## src/gpioev_params.svh

```systemverilog
`ifndef GPIOEV_PARAMS_SVH
`define GPIOEV_PARAMS_SVH
// Pin configuration bit positions
`define GPIOEV_CFG_OE 0
`define GPIOEV_CFG_PP 1
`define GPIOEV_CFG_PU 2
`define GPIOEV_CFG_LOCK 3
`define GPIOEV_CFG_LEVEL 4
`define GPIOEV_CFG_POL 5
`define GPIOEV_CFG_DEB 6
// Routing bit positions
`define GPIOEV_RT_IRQ 0
`define GPIOEV_RT_SMI 1
`define GPIOEV_RT_PWU 2
// Reset values
`define GPIOEV_CFG_RST 8'h0044
`define GPIOEV_RT_RST 8'h0001
`define GPIOEV_BYTE_RST 8'h0000
// Locked configuration bits 0..3
`define GPIOEV_LOCK_MASK 8'h000F
// Runtime register selects
`define GPIOEV_SEL_OUT 2'h0
`define GPIOEV_SEL_IN 2'h1
`define GPIOEV_SEL_EN 2'h2
`define GPIOEV_SEL_ST 2'h3
// Clock edges after reset before pin edges count
`define GPIOEV_SYNC_WARM 3'h5
`endif

```

## src/gpioev_pkg.sv

```systemverilog
package gpioev_pkg;
	typedef logic [7:0] gpioev_byte_t;
	typedef logic [1:0] gpioev_sel_t;
endpackage

```

## src/gpioev_cfg_mem.sv

```systemverilog
`timescale 1ns/1ns
`include "gpioev_params.svh"
// Per-pin configuration and routing bytes with registered read data
module gpioev_cfg_mem #(
	parameter int NPINS = 8
) (
	// Clock and reset
	input wire logic ref_clk,
	input wire logic reset,
	// Write port
	input wire logic wr_en,
	input wire logic wr_route,
	input wire logic [2:0] wr_pin,
	input wire logic [7:0] wr_data,
	// Read port
	input wire logic [2:0] rd_pin,
	input wire logic rd_route,
	output logic [7:0] rd_data,
	// Flattened contents
	output logic [NPINS*8-1:0] cfg_flat,
	output logic [NPINS*8-1:0] route_flat
);
	logic [7:0] cfg_ff [NPINS];
	logic [7:0] route_ff [NPINS];
	logic [7:0] rd_data_ff;
	logic [7:0] wr_mask;
	logic locked;

	assign locked = cfg_ff[wr_pin][`GPIOEV_CFG_LOCK];
	// Lock freezes bits 0-3 and can only be set
	assign wr_mask = locked ? ~8'(`GPIOEV_LOCK_MASK) : 8'h00FF; // RQ6 RQ7
	assign rd_data = rd_data_ff;

	always_ff @(posedge ref_clk) begin
		if (reset) begin
			for (int i = 0; i < NPINS; i++) begin
				cfg_ff[i] <= `GPIOEV_CFG_RST;
				route_ff[i] <= `GPIOEV_RT_RST;
			end
			rd_data_ff <= `GPIOEV_BYTE_RST;
		end else begin
			if (wr_en && !wr_route)
				cfg_ff[wr_pin] <= ((cfg_ff[wr_pin] & ~wr_mask) | (wr_data & wr_mask)) & 8'h007F; // RQ2
			if (wr_en && wr_route)
				route_ff[wr_pin] <= wr_data & 8'h0007;
			rd_data_ff <= rd_route ? route_ff[rd_pin] : cfg_ff[rd_pin];
		end
	end

	always_comb begin
		for (int i = 0; i < NPINS; i++) begin
			cfg_flat[i*8 +: 8] = cfg_ff[i];
			route_flat[i*8 +: 8] = route_ff[i];
		end
	end

	if (NPINS < 1 || NPINS > 8) begin : g_npins_bad
		$error("NPINS must be 1..8");
	end
endmodule // gpioev_cfg_mem

```

## src/gpioev_port.sv

```systemverilog
// What this block does
// RQ1: Eight pins, four byte runtime registers
// RQ2: Ten configuration bits per pin, two bytes; the block keeps seven bits (0-6) in one byte
// RQ3: Output enable bit 0 sets direction
// RQ4: Bit 1 chooses push-pull or open-drain
// RQ5: Bit 2 enables weak pull-up always
// RQ6: Lock blocks latch and config bits 0-3
// RQ7: Lock cleared only by hardware reset
// RQ8: Latch driven to pin when enabled
// RQ9: Latch read returns stored value
// RQ10: Input read returns present pin levels
// RQ11: Writes to input register are discarded
// RQ12: External input activates the port
// RQ13: Inactive port blocks data access, inputs
// RQ14: Deactivation keeps config and latch
// RQ15: Bit 4 selects edge or level
// RQ16: Bit 5 selects falling/low or rising/high
// RQ17: Detect active edge or active level
// RQ18: Every pin can raise notification
// RQ19: Edge status set by hardware, W1C
// RQ20: Pending needs enable plus level or status
// RQ21: Routed outputs assert while any pending
// RQ22: Inactive port blocks all notification
// RQ23: Pin inputs synchronised before use
`timescale 1ns/1ns
`include "gpioev_params.svh"
module gpioev_port #(
	parameter int NPINS = 8
) (
	// Clock and reset
	input wire logic ref_clk,
	input wire logic reset,
	// Activation from device configuration
	input wire logic port_active, // RQ12
	// Runtime register access
	input wire logic rt_wr,
	input wire logic rt_rd,
	input wire gpioev_pkg::gpioev_sel_t rt_sel,
	input wire gpioev_pkg::gpioev_byte_t rt_wdata,
	output gpioev_pkg::gpioev_byte_t rt_rdata,
	// Configuration access
	input wire logic cfg_wr,
	input wire logic cfg_route,
	input wire logic [2:0] cfg_pin,
	input wire gpioev_pkg::gpioev_byte_t cfg_wdata,
	output gpioev_pkg::gpioev_byte_t cfg_rdata,
	// Pins
	input wire logic [NPINS-1:0] port_pin_n_in,
	output logic [NPINS-1:0] port_pin_n_out,
	output logic [NPINS-1:0] port_pin_n_oe,
	output logic [NPINS-1:0] port_pin_n_pullup,
	// Notification
	output logic irq_request,
	output logic system_management_interrupt,
	output logic power_up_request
);
	logic [NPINS*8-1:0] cfg_flat;
	logic [NPINS*8-1:0] route_flat;
	logic [NPINS-1:0] sync1_ff, sync2_ff, sync3_ff, pin_ff;
	logic [NPINS-1:0] output_latch_reg_ff, nxt_output_latch;
	logic [NPINS-1:0] event_enable_reg_ff, nxt_event_enable;
	logic [NPINS-1:0] edge_status_reg_ff, nxt_edge_status;
	logic [NPINS-1:0] oe_bits, pp_bits, lock_bits, lvl_bits, pol_bits;
	logic [NPINS-1:0] irq_bits, smi_bits, pwu_bits;
	logic [NPINS-1:0] pin_prev_ff, pin_view, active_level, active_edge, pending;
	logic [NPINS-1:0] wr_bits;
	logic [7:0] rdata_ff, nxt_rdata;
	logic wr_out, wr_en_reg, wr_st;
	logic [2:0] warm_ff, nxt_warm;
	logic warm_done;

	function automatic logic [NPINS-1:0] cfg_col(input logic [NPINS*8-1:0] flat, input int pos);
		logic [NPINS-1:0] r;
		r = '0;
		for (int i = 0; i < NPINS; i++)
			r[i] = flat[i*8 + pos];
		return r;
	endfunction

	gpioev_cfg_mem #(
		.NPINS(NPINS)
	) i_gpioev_cfg_mem (
		.ref_clk(ref_clk),
		.reset(reset),
		.wr_en(cfg_wr),
		.wr_route(cfg_route),
		.wr_pin(cfg_pin),
		.wr_data(cfg_wdata),
		.rd_pin(cfg_pin),
		.rd_route(cfg_route),
		.rd_data(cfg_rdata),
		.cfg_flat(cfg_flat),
		.route_flat(route_flat)
	);

	assign oe_bits = cfg_col(cfg_flat, `GPIOEV_CFG_OE);
	assign pp_bits = cfg_col(cfg_flat, `GPIOEV_CFG_PP);
	assign lock_bits = cfg_col(cfg_flat, `GPIOEV_CFG_LOCK);
	assign lvl_bits = cfg_col(cfg_flat, `GPIOEV_CFG_LEVEL);
	assign pol_bits = cfg_col(cfg_flat, `GPIOEV_CFG_POL);
	assign irq_bits = cfg_col(route_flat, `GPIOEV_RT_IRQ);
	assign smi_bits = cfg_col(route_flat, `GPIOEV_RT_SMI);
	assign pwu_bits = cfg_col(route_flat, `GPIOEV_RT_PWU);

	// Open-drain drives only the low level; config and latch untouched when inactive
	assign port_pin_n_out = output_latch_reg_ff; // RQ8 RQ14
	assign port_pin_n_oe = oe_bits & (pp_bits | ~output_latch_reg_ff); // RQ3 RQ4
	assign port_pin_n_pullup = cfg_col(cfg_flat, `GPIOEV_CFG_PU); // RQ5

	// Accepted pin change once stages two and three agree
	always_ff @(posedge ref_clk) begin
		if (reset) begin
			sync1_ff <= '0;
			sync2_ff <= '0;
			sync3_ff <= '0;
			pin_ff <= '0;
		end else begin
			sync1_ff <= port_pin_n_in; // RQ23
			sync2_ff <= sync1_ff;
			sync3_ff <= sync2_ff;
			pin_ff <= (sync2_ff == sync3_ff) ? sync3_ff : pin_ff;
		end
	end

	// Inputs blocked while inactive
	assign pin_view = port_active ? pin_ff : '0; // RQ13
	assign active_level = ~(pin_view ^ pol_bits); // RQ16
	assign active_edge = (pin_view ^ pin_prev_ff) & active_level & {NPINS{warm_done}}; // RQ17

	// Edges count only once the synchroniser has caught up after reset
	assign warm_done = warm_ff == `GPIOEV_SYNC_WARM;
	assign nxt_warm = warm_done ? warm_ff : warm_ff + 3'h1;
	always_ff @(posedge ref_clk) begin
		if (reset) begin
			warm_ff <= '0;
		end else begin
			warm_ff <= nxt_warm;
		end
	end

	assign wr_bits = rt_wdata[NPINS-1:0];
	assign wr_out = rt_wr && port_active && rt_sel == `GPIOEV_SEL_OUT; // RQ13
	assign wr_en_reg = rt_wr && port_active && rt_sel == `GPIOEV_SEL_EN;
	assign wr_st = rt_wr && port_active && rt_sel == `GPIOEV_SEL_ST;
	// Locked pins keep their latch bit
	assign nxt_output_latch = wr_out ?
		((output_latch_reg_ff & lock_bits) | (wr_bits & ~lock_bits)) :
		output_latch_reg_ff; // RQ6 RQ11
	assign nxt_event_enable = wr_en_reg ? wr_bits : event_enable_reg_ff;
	// Set wins over write-one-clear; cleared while inactive
	assign nxt_edge_status = !port_active ? '0 :
		((edge_status_reg_ff & ~(wr_st ? wr_bits : '0)) | active_edge); // RQ19

	// Pending per pin, then routed
	assign pending = event_enable_reg_ff &
		((lvl_bits & active_level) | (~lvl_bits & edge_status_reg_ff)); // RQ15 RQ20 RQ18
	assign irq_request = port_active && |(pending & irq_bits); // RQ21 RQ22
	assign system_management_interrupt = port_active && |(pending & smi_bits); // RQ21 RQ22
	assign power_up_request = port_active && |(pending & pwu_bits); // RQ21 RQ22

	always_comb begin
		nxt_rdata = '0;
		if (rt_rd && port_active) begin
			case (rt_sel)
				`GPIOEV_SEL_OUT: nxt_rdata[NPINS-1:0] = output_latch_reg_ff; // RQ9
				`GPIOEV_SEL_IN: nxt_rdata[NPINS-1:0] = pin_view; // RQ10
				`GPIOEV_SEL_EN: nxt_rdata[NPINS-1:0] = event_enable_reg_ff;
				`GPIOEV_SEL_ST: nxt_rdata[NPINS-1:0] = edge_status_reg_ff;
				default: nxt_rdata = '0;
			endcase
		end
	end
	assign rt_rdata = rdata_ff;

	always_ff @(posedge ref_clk) begin
		if (reset) begin
			output_latch_reg_ff <= '0;
			event_enable_reg_ff <= '0;
			edge_status_reg_ff <= '0;
			pin_prev_ff <= '0;
			rdata_ff <= `GPIOEV_BYTE_RST;
		end else begin
			output_latch_reg_ff <= nxt_output_latch; // RQ1
			event_enable_reg_ff <= nxt_event_enable;
			edge_status_reg_ff <= nxt_edge_status;
			pin_prev_ff <= pin_ff;
			rdata_ff <= nxt_rdata;
		end
	end

	if (NPINS < 1 || NPINS > 8) begin : g_npins_bad
		$error("NPINS must be 1..8");
	end

	// Lock, latch, input and enable registers
	chk_lock_latch: assert property (@(posedge ref_clk) disable iff (reset) // RQ6
		(lock_bits[0] && wr_out) |=> $stable(output_latch_reg_ff[0]))
		else $error("locked latch bit changed");
	chk_lock_all_bits: assert property (@(posedge ref_clk) disable iff (reset) // RQ6
		wr_out |=> (((output_latch_reg_ff ^ $past(output_latch_reg_ff)) & $past(lock_bits)) == '0))
		else $error("locked latch bits changed");
	chk_lock_sticky: assert property (@(posedge ref_clk) disable iff (reset) // RQ7
		lock_bits[0] |=> lock_bits[0])
		else $error("lock bit cleared");
	chk_lock_all_sticky: assert property (@(posedge ref_clk) disable iff (reset) // RQ7
		(($past(lock_bits) & ~lock_bits) == '0))
		else $error("a lock bit cleared");
	chk_latch_write: assert property (@(posedge ref_clk) disable iff (reset) // RQ1
		(wr_out && lock_bits == '0) |=> output_latch_reg_ff == $past(wr_bits))
		else $error("latch write lost");
	chk_input_ignored: assert property (@(posedge ref_clk) disable iff (reset) // RQ11
		(rt_wr && rt_sel == `GPIOEV_SEL_IN) |=>
		$stable(output_latch_reg_ff) && $stable(event_enable_reg_ff))
		else $error("input register write had effect");
	chk_en_write: assert property (@(posedge ref_clk) disable iff (reset) // RQ1
		wr_en_reg |=> event_enable_reg_ff == $past(wr_bits))
		else $error("event enable write lost");

	// Pin drive
	chk_drive_dir: assert property (@(posedge ref_clk) disable iff (reset) // RQ3
		!oe_bits[0] |-> !port_pin_n_oe[0])
		else $error("pin driven while disabled");
	chk_pp_drive: assert property (@(posedge ref_clk) disable iff (reset) // RQ4 RQ8
		((oe_bits & pp_bits & ~port_pin_n_oe) == '0))
		else $error("push-pull pin not driven");
	chk_od_high: assert property (@(posedge ref_clk) disable iff (reset) // RQ4
		((port_pin_n_oe & ~pp_bits & port_pin_n_out) == '0))
		else $error("open-drain pin driven high");

	// Reads and activation
	chk_latch_read: assert property (@(posedge ref_clk) disable iff (reset) // RQ9
		(rt_rd && port_active && rt_sel == `GPIOEV_SEL_OUT) |=>
		rt_rdata[NPINS-1:0] == $past(output_latch_reg_ff))
		else $error("latch readback wrong");
	chk_input_read: assert property (@(posedge ref_clk) disable iff (reset) // RQ10
		(rt_rd && port_active && rt_sel == `GPIOEV_SEL_IN) |=>
		rt_rdata[NPINS-1:0] == $past(pin_ff))
		else $error("pin readback wrong");
	chk_enable_read: assert property (@(posedge ref_clk) disable iff (reset) // RQ1
		(rt_rd && port_active && rt_sel == `GPIOEV_SEL_EN) |=>
		rt_rdata[NPINS-1:0] == $past(event_enable_reg_ff))
		else $error("enable readback wrong");
	chk_status_read: assert property (@(posedge ref_clk) disable iff (reset) // RQ19
		(rt_rd && port_active && rt_sel == `GPIOEV_SEL_ST) |=>
		rt_rdata[NPINS-1:0] == $past(edge_status_reg_ff))
		else $error("status readback wrong");
	chk_inactive_read: assert property (@(posedge ref_clk) disable iff (reset) // RQ13
		(rt_rd && !port_active) |=> rt_rdata == '0)
		else $error("read served while inactive");
	chk_inactive_keep: assert property (@(posedge ref_clk) disable iff (reset) // RQ13 RQ14
		(!port_active && rt_wr) |=> $stable(output_latch_reg_ff))
		else $error("latch written while inactive");
	chk_inactive_enable: assert property (@(posedge ref_clk) disable iff (reset) // RQ13
		(!port_active && rt_wr) |=> $stable(event_enable_reg_ff))
		else $error("enable written while inactive");
	chk_deact_keep: assert property (@(posedge ref_clk) disable iff (reset) // RQ14
		($fell(port_active) && !cfg_wr) |=> $stable(cfg_flat) && $stable(output_latch_reg_ff))
		else $error("deactivation changed pin setup");
	chk_inactive_clear: assert property (@(posedge ref_clk) disable iff (reset) // RQ22
		!port_active |=> edge_status_reg_ff == '0)
		else $error("status kept while inactive");

	// Event detection
	chk_sync_agree: assert property (@(posedge ref_clk) disable iff (reset) // RQ23
		$changed(pin_ff) |-> ($past(sync2_ff) == $past(sync3_ff)))
		else $error("pin accepted before stages agreed");
	chk_edge_sets: assert property (@(posedge ref_clk) disable iff (reset) // RQ19
		(port_active && active_edge[0]) |=> edge_status_reg_ff[0])
		else $error("edge status not set");
	chk_status_set: assert property (@(posedge ref_clk) disable iff (reset) // RQ19
		port_active |=> (($past(active_edge) & ~edge_status_reg_ff) == '0))
		else $error("an edge status not set");
	chk_w1c_clears: assert property (@(posedge ref_clk) disable iff (reset) // RQ19
		(wr_st && wr_bits[0] && !active_edge[0]) |=> !edge_status_reg_ff[0])
		else $error("edge status not cleared");
	chk_status_w0: assert property (@(posedge ref_clk) disable iff (reset) // RQ19
		(wr_st && !wr_bits[1] && edge_status_reg_ff[1]) |=> edge_status_reg_ff[1])
		else $error("zero write cleared status");
	chk_rise_edge: assert property (@(posedge ref_clk) disable iff (reset) // RQ16 RQ17
		(warm_done && port_active && pol_bits[1] && $rose(pin_ff[1])) |=> edge_status_reg_ff[1])
		else $error("rising edge missed");
	chk_fall_edge: assert property (@(posedge ref_clk) disable iff (reset) // RQ16 RQ17
		(warm_done && port_active && !pol_bits[2] && $fell(pin_ff[2])) |=> edge_status_reg_ff[2])
		else $error("falling edge missed");
	chk_level_high: assert property (@(posedge ref_clk) disable iff (reset) // RQ15 RQ16
		(port_active && event_enable_reg_ff[1] && lvl_bits[1] && pol_bits[1] && pin_ff[1]) |->
		pending[1])
		else $error("high level not pending");

	// Notification
	chk_inactive_quiet: assert property (@(posedge ref_clk) disable iff (reset) // RQ22
		!port_active |-> !irq_request && !system_management_interrupt && !power_up_request)
		else $error("notification while inactive");
	chk_irq_route: assert property (@(posedge ref_clk) disable iff (reset) // RQ21
		(port_active && pending[0] && irq_bits[0]) |-> irq_request)
		else $error("irq missing");
	chk_level_irq: assert property (@(posedge ref_clk) disable iff (reset) // RQ15 RQ20
		(port_active && |(event_enable_reg_ff & lvl_bits & ~(pin_ff ^ pol_bits) & irq_bits)) |->
		irq_request)
		else $error("level event not notified");
	chk_edge_smi: assert property (@(posedge ref_clk) disable iff (reset) // RQ20 RQ21
		(port_active && |(event_enable_reg_ff & ~lvl_bits & edge_status_reg_ff & smi_bits)) |->
		system_management_interrupt)
		else $error("edge event not notified");
	chk_pwu_route: assert property (@(posedge ref_clk) disable iff (reset) // RQ18 RQ21
		(port_active && |(pending & pwu_bits)) |-> power_up_request)
		else $error("power-up request missing");
	chk_irq_quiet: assert property (@(posedge ref_clk) disable iff (reset) // RQ21
		!(|(pending & irq_bits)) |-> !irq_request)
		else $error("irq without pending pin");
	chk_smi_quiet: assert property (@(posedge ref_clk) disable iff (reset) // RQ21
		!(|(pending & smi_bits)) |-> !system_management_interrupt)
		else $error("management interrupt without pending pin");
	chk_pwu_quiet: assert property (@(posedge ref_clk) disable iff (reset) // RQ21
		!(|(pending & pwu_bits)) |-> !power_up_request)
		else $error("power-up request without pending pin");
endmodule // gpioev_port

```

## config.mk

```make
export PLATFORM = sky130hd
export DESIGN_NAME = gpioev_port
export DESIGN_NICKNAME = d
export VERILOG_FILES = /design/src/gpioev_pkg.sv /design/src/gpioev_cfg_mem.sv /design/src/gpioev_port.sv
export VERILOG_INCLUDE_DIRS = /design/src
export SDC_FILE = /design/constraint.sdc
export NUM_CORES = 1
export LEC_CHECK = 0
export BUFFER_PORTS_ARGS = -buffer_cell sky130_fd_sc_hd__buf_4
export CAP_MARGIN = 10
export CORE_AREA = 4 4 134 136
export DETAILED_ROUTE_END_ITERATION = 6
export DIE_AREA = 0 0 138 140
export SYNTH_ARGS = -nofsm -noshare
export SYNTH_HDL_FRONTEND = slang
export SYNTH_SLANG_ARGS = --single-unit
```

## constraint.sdc

```tcl
create_clock -name ref_clk -period 5.6 [get_ports ref_clk]
set_input_delay 1.12 -clock ref_clk [delete_from_list [all_inputs] [get_ports ref_clk]]
set_output_delay 1.12 -clock ref_clk [all_outputs]
set_load 0.05 [all_outputs]
```

Yosys cells after proc, flatten, opt, wreduce, memory -nomap -nowiden
Memories as Yosys holds them, arrays and structs flattened.
Cells that the tools add are included.
{"block": "totals", "regBits": 83, "ramBits": 80, "inputBits": 36, "output_inout_bits": 43, "word_cells": 86, "memories": 2}
{"block": "op_classes", "add_sub_neg": 1, "n_eq_ne": 5, "n_mux": 19, "bitwise": 29, "reduce_logical": 19}
{"memory": "i_gpioev_cfg_mem.cfg_ff", "depth": 8, "word_bits": 7, "rd": 9, "rd_clocked_by_memory_dff": 0, "wr": 8, "line": "gpioev_cfg_mem.sv:23", "text": "logic [7:0] cfg_ff [NPINS];"}
{"memory": "i_gpioev_cfg_mem.route_ff", "depth": 8, "word_bits": 3, "rd": 9, "rd_clocked_by_memory_dff": 0, "wr": 8, "line": "gpioev_cfg_mem.sv:24", "text": "logic [7:0] route_ff [NPINS];"}
{"cell": "8-bit bitwise AND", "count": 12}
{"cell": "8-bit NOT", "count": 5}
{"cell": "8-bit bitwise OR", "count": 4}
{"cell": "8-bit one-hot mux with 4 select lines", "count": 1}
{"cell": "8-bit two-way mux", "count": 3}
{"cell": "8-bit OR reduction", "count": 3}
{"cell": "8-bit XOR", "count": 2}
{"cell": "7-bit bitwise AND", "count": 2}
{"cell": "1-bit logical AND", "count": 10}
{"cell": "1-bit two-way mux", "count": 10}
{"cell": "3-bit two-way mux", "count": 3}
{"cell": "8-bit equality test", "count": 1}
{"cell": "7-bit two-way mux", "count": 1}
{"cell": "7-bit NOT", "count": 1}
{"cell": "7-bit bitwise OR", "count": 1}
{"cell": "7-bit OR reduction", "count": 1}
{"cell": "2-bit equality test, second input constant", "count": 2}
{"cell": "4-bit two-way mux", "count": 1}
{"cell": "2-bit OR reduction", "count": 2}
{"cell": "3-bit by 1-bit adder with 3-bit output, second input constant", "count": 1}
{"cell": "3-bit equality test, second input constant", "count": 1}
{"cell": "3-bit OR reduction", "count": 1}
{"cell": "2-bit by 1-bit equality test with 1-bit output, second input constant", "count": 1}
{"cell": "2-bit zero test", "count": 1}
{"cell": "other kinds (2)", "count": 3}

Logic depth before layout (Yosys ltp)
{"block": "logic_depth", "depth_word": 9, "mapped_depth": 8, "mapped_depth_nobuf": 6}

Cells and area by module
From an unflattened synthesis, not the netlist that was laid out.
{"block": "hier_totals", "cells_unflattened": 742, "area_unflattened_um2": 8245.4}
{"module": "gpioev_cfg_mem", "instances": 1, "cells_per_inst": 367, "area_each_um2": 4832.1, "seq_area_each_um2": 2542.4}
{"module": "gpioev_port", "instances": 1, "cells_per_inst": 375, "area_each_um2": 3413.3, "seq_area_each_um2": 1501.4}

Worst setup path before layout
OpenSTA, ideal clock, no wires.
{"block": "synth_path", "path_type": "input -> output", "start": "input port port_active", "end": "output port irq_request", "arrival_ns": 2.773, "t_required_ns": 4.480, "path_slack_ns": 1.707, "cell_stages": 6, "n_path_buf": 1, "cell_sequence": "buf_2 and3_1 o21ai_0 a21boi_0 a22oi_1 a31oi_1"}
{"block": "synth_between", "elab_chain_cells": 9}
{"element": "start, declared", "line": "gpioev_port.sv:34", "text": "input wire logic port_active,"}
{"element": "8-bit two-way mux", "line": "gpioev_port.sv:126", "text": "assign pin_view = port_active ? pin_ff : '0;"}
{"element": "8-bit XOR", "line": "gpioev_port.sv:127", "text": "assign active_level = ~(pin_view ^ pol_bits);"}
{"element": "8-bit NOT", "line": "gpioev_port.sv:127"}
{"element": "8-bit bitwise AND", "line": "gpioev_port.sv:156", "text": "((lvl_bits & active_level) | (~lvl_bits & edge_status_reg_ff));"}
{"element": "8-bit bitwise OR", "line": "gpioev_port.sv:156"}
{"element": "8-bit bitwise AND", "line": "gpioev_port.sv:155", "text": "assign pending = event_enable_reg_ff &"}
{"element": "8-bit bitwise AND", "line": "gpioev_port.sv:157", "text": "assign irq_request = port_active && |(pending & irq_bits);"}
{"element": "8-bit OR reduction", "line": "gpioev_port.sv:157"}
{"element": "1-bit logical AND (*)", "line": "gpioev_port.sv:157"}
{"element": "end, declared", "line": "gpioev_port.sv:53", "text": "output logic irq_request,"}
Mark *: on every way between the ends. The rest lies on a longest branch, timed or not.

Worst setup path in the final report
{"block": "layout_path", "start": "input port port_active", "end": "output port system_management_interrupt"}
{"block": "layout_between", "elab_chain_cells": 9}
{"element": "8-bit two-way mux", "line": "gpioev_port.sv:126"}
{"element": "8-bit XOR", "line": "gpioev_port.sv:127"}
{"element": "8-bit NOT", "line": "gpioev_port.sv:127"}
{"element": "8-bit bitwise AND", "line": "gpioev_port.sv:156"}
{"element": "8-bit bitwise OR", "line": "gpioev_port.sv:156"}
{"element": "8-bit bitwise AND", "line": "gpioev_port.sv:155"}
{"element": "8-bit bitwise AND", "line": "gpioev_port.sv:158", "text": "assign system_management_interrupt = port_active && |(pending & smi_bits);"}
{"element": "8-bit OR reduction", "line": "gpioev_port.sv:158"}
{"element": "1-bit logical AND (*)", "line": "gpioev_port.sv:158"}
{"element": "end, declared", "line": "gpioev_port.sv:54", "text": "output logic system_management_interrupt,"}
Marks and branches as above.

==> metrics.md <==
| Metric | Value |
|---|---|
| WP data arrival | approximately 3000 ps |
| Startpoint Class | input pin |
| Least-Margin Pin Slew | 739.6 ps |
| Power density cells | between 300 and 400 nW/um2 |
| DP Wirelength | 15210 um |
| Max-cap violations | 0 |
| Mapped Area | around 7500 um2 |
| H-Tree Depth | 4 |
| Hold buffer count at CTS | 0 |
| Reg clk slew, reported paths | ~60 ps |
| Synth Instances | approximately 720 |
| Status | completed |
| Layout cell share with drive strength beyond 1 | between 10% and 20% |
| Synthesis-to-finish area growth | 16.65% |
| Max-slew violations | 0 |
| Top routing layer in use | met4 |
| Initial Util | 44.16% |
| WL met1 | ~9000 um |
| Input/output buffers | 76 |
| DRC | 0 |
| Sequential fraction of the synthesis area | between 50% and 60% |
| Die H | ~140 um |
| Final cell area excluding filler cells | about 8700 um2 |
| Post-Route WL | around 21000 um |
| Clk_lat worst skew | ~430 ps |
| Syn nets | 759 |
| Fill cell count | ~1600 |
| Largest family of logic cells by synthesized area | simple AND/OR/NAND/NOR gates |
| WP data required | between 4000 and 5000 ps |
| RR Endpoint | i_gpioev_cfg_mem.cfg_ff[3][1] |
| Iteration-0 DRC Markers | 696 |
| Area after DPL | 8109 um2 |
| Max FO, Critical Path | 34 |
| Routability Congestion | 0.9222 |
| Total GRT Usage | approximately 22% |
| Worst-case reg-to-reg path depth | 4 |
| Via/cell ratio | roughly 5.7 |
| Crit Path Category | in2out |
| Final setup margin | approximately 1400 ps |
| Hold Violations, Final | 0 |
| PostCTS Resize Cnt | 0 |
| First-pass GRT wire length | around 32000 um |
| F_max | about 240 MHz |
| R2r setup slk | ~3400 ps |
| Yosys cell types | 54 |
| Simple-Gate Fraction of Synth Area | approximately 23% |
| Row count | 48 |
| Synth warn | 0 |
| Met3 WL post-DR | ~1600 um |
| Max Root-Sink Buffers | 2 |
| Vias | approximately 5800 |
| Root Driver | clkbuf_16 |
| Adder-cell share of the synthesized area | less than 1% |
| Post-Route Setup TNS | 0 ps |
| Pre-CTS setup slack | roughly 1500 ps |
| Final Total Pwr | 0.002764 W |
| Gr ovfl total | 0 |
| ANT cells | 0 |
| RR Startpoint | i_gpioev_cfg_mem.cfg_ff[7][3] |
| Synth Area in Compound Gates | about a tenth |
| Vias in the first global route | roughly 5600 |
| DR WL met2 | approximately 9700 um |
| Tightest Hold Check Type | reg2reg |
| Num ports | 79 |
| Avg Inst Size Synth | about 10 um2 |
| Largest net degree at the start of global routing | 67 |
| Min-Delay Endpoint | sync2_ff[0] |
| #FFs+latches synth | approximately 160 |
| Routed Antenna Nets | 0 |
| Area of the die | 19320 um2 |
| Die W | ~140 um |
| Rel. slew slack | a little over 50% |
| WHS Path Cells | 1 |
| DR WL/cell | around 21 um |
| Maximum VDD drop | between 0.2 and 0.25 mV |
| Async S/R FF share, synth | 0% |
| Most common flop cell mapped by yosys | dfxtp_1 |
| Initial antenna violation count | 0 |
| # clock sinks | 162 |
| Fin crit period | ~4200 ps |
| Fin nets | a little over 800 |
| CTS tree | built |
| Post-synth EDFFs | 80 |
| Fin Clk Skew | 9.094 ps |
| Static leakage | 3.250 nW |
| Hold Startpoint | sync1_ff[0] |
| TritonCTS buffer count | 17 |
| Postcts setup bufs | 0 |
| # setup viols final | 0 |
| Critical path capture point type | output port |
| Post-Synth XOR/XNOR Area | under 10% |
| TritonRoute pass-1 iters | 7 |
| RSZ-0062 raised after global routing | false |
| Placeable core region | approximately 17000 um2 |
| Post-synthesis mux area share | under 10% |
| Part of the cycle the worst path needs | around 74% |
==> sequential cells by signal (all words and copies together) (netlist names), named ones only <==
signal and count:
i_gpioev_cfg_mem.cfg_ff 56, i_gpioev_cfg_mem.route_ff 24, edge_status_reg_ff 8, event_enable_reg_ff 8
pin_ff 8, pin_prev_ff 8, rt_rdata 8, sync1_ff 8
sync2_ff 8, sync3_ff 8, i_gpioev_cfg_mem.rd_data 7, warm_ff 3
==> per-layer routing <==
metal | GRT usage [%] | vias to the layer above
li1 | - | 2662
met1 | 29.68 | 2791
met2 | 33.99 | 266
met3 | 4.882 | 34
met4 | 7.748 | 0
met5 | 0 | -
==> worst max-delay path: stages <==
cell,delay [ps]
buf_4,280
nand2_1,150
a221oi_1,560
o22ai_1,210
a221oi_1,300
a31oi_1,170
buf_4,220
==> report_power, final <==
part           switching (W)  internal, W
logic               0.000164    0.0000882
clock network       0.000458     0.000729
registers          0.0000365      0.00129
==> cell type report <==
cell class | count | area [um2] | area share (%)
clock buffer | 26 | 554.3 | 6.354
inverter | 13 | 48.80 | 0.5594
multi-input combinational | 500 | 3149 | 36.10
timing repair buffer | 78 | 585.6 | 6.713
tap | 225 | 281.5 | 3.227
clock inverter | 6 | 60.06 | 0.6885
sequential | 162 | 4044 | 46.36
==> cell families after synthesis <==
family,after synthesis
AND/OR/NAND/NOR,325
flip-flops,162
AO/OA/AOI/OAI,120
buffers and inverters,59
multiplexers,43
XOR/XNOR,9
adder cells (fa/ha/maj),2
other,1
==> stage by stage <==
stage	util, %	instances	hold slack [ps]
2_1_floorplan	-	721	413.8
3_3_place_gp	47.88	978	418.8
3_5_place_dp	47.88	978	426.5
4_1_cts	51.51	1010	440.4
5_1_grt	51.51	1010	454.8
6_report	51.51	1010	436.6
==> Yosys cell counts, types with 2 or more instances <==
master | number | area [um2]
nand4b_1 | 9 | 78.83
or2_2 | 9 | 56.30
a31oi_1 | 3 | 18.77
nor3_1 | 6 | 30.03
ha_1 | 2 | 25.02
clkbuf_1 | 21 | 78.83
nor2b_1 | 46 | 287.8
mux4_2 | 7 | 157.7
nor3b_1 | 2 | 15.01
buf_2 | 9 | 45.04
a21oi_1 | 39 | 195.2
or3_1 | 18 | 112.6
and3_1 | 19 | 118.9
edfxtp_1 | 80 | 2402
a22oi_1 | 9 | 67.56
nor4_1 | 2 | 12.51
o22ai_1 | 5 | 31.28
o21ai_0 | 12 | 60.06
mux2_2 | 5 | 56.30
nand2b_1 | 18 | 112.6
and2_1 | 24 | 150.1
inv_1 | 12 | 45.04
nand2_1 | 62 | 232.7
xor2_1 | 8 | 70.07
mux2i_1 | 26 | 260.3
a221oi_1 | 11 | 96.34
nor2_1 | 88 | 330.3
a21boi_0 | 14 | 105.1
buf_4 | 12 | 90.09
dfxtp_1 | 82 | 1642
mux2i_2 | 2 | 27.53
buf_1 | 3 | 11.26
and4_1 | 2 | 17.52
nand3b_1 | 9 | 67.56
nand3_1 | 9 | 45.04
a211oi_1 | 18 | 135.1
==> worst max-delay path by stage <==
stage | from | to | slack [ps]
after floorplan | port_active | irq_request | 1710
after global placement | port_active | power_up_request | 1580
after detailed placement | port_active | system_management_interrupt | 1520
after CTS | port_active | system_management_interrupt | 1490
after global routing | port_active | system_management_interrupt | 1390
final | port_active | system_management_interrupt | 1450
==> cell usage in the layout, fill, tap and decap left out, types with 20 or more instances in the layout <==
cell type / instances
nor2b_1: 46
nor2_1: 88
clkbuf_16: 20
a21oi_1: 39
buf_4: 78
and2_1: 24
dfxtp_1: 82
nand2_1: 62
edfxtp_1: 80
mux2i_1: 26
Note: power is estimated with default switching activity, not from simulation.
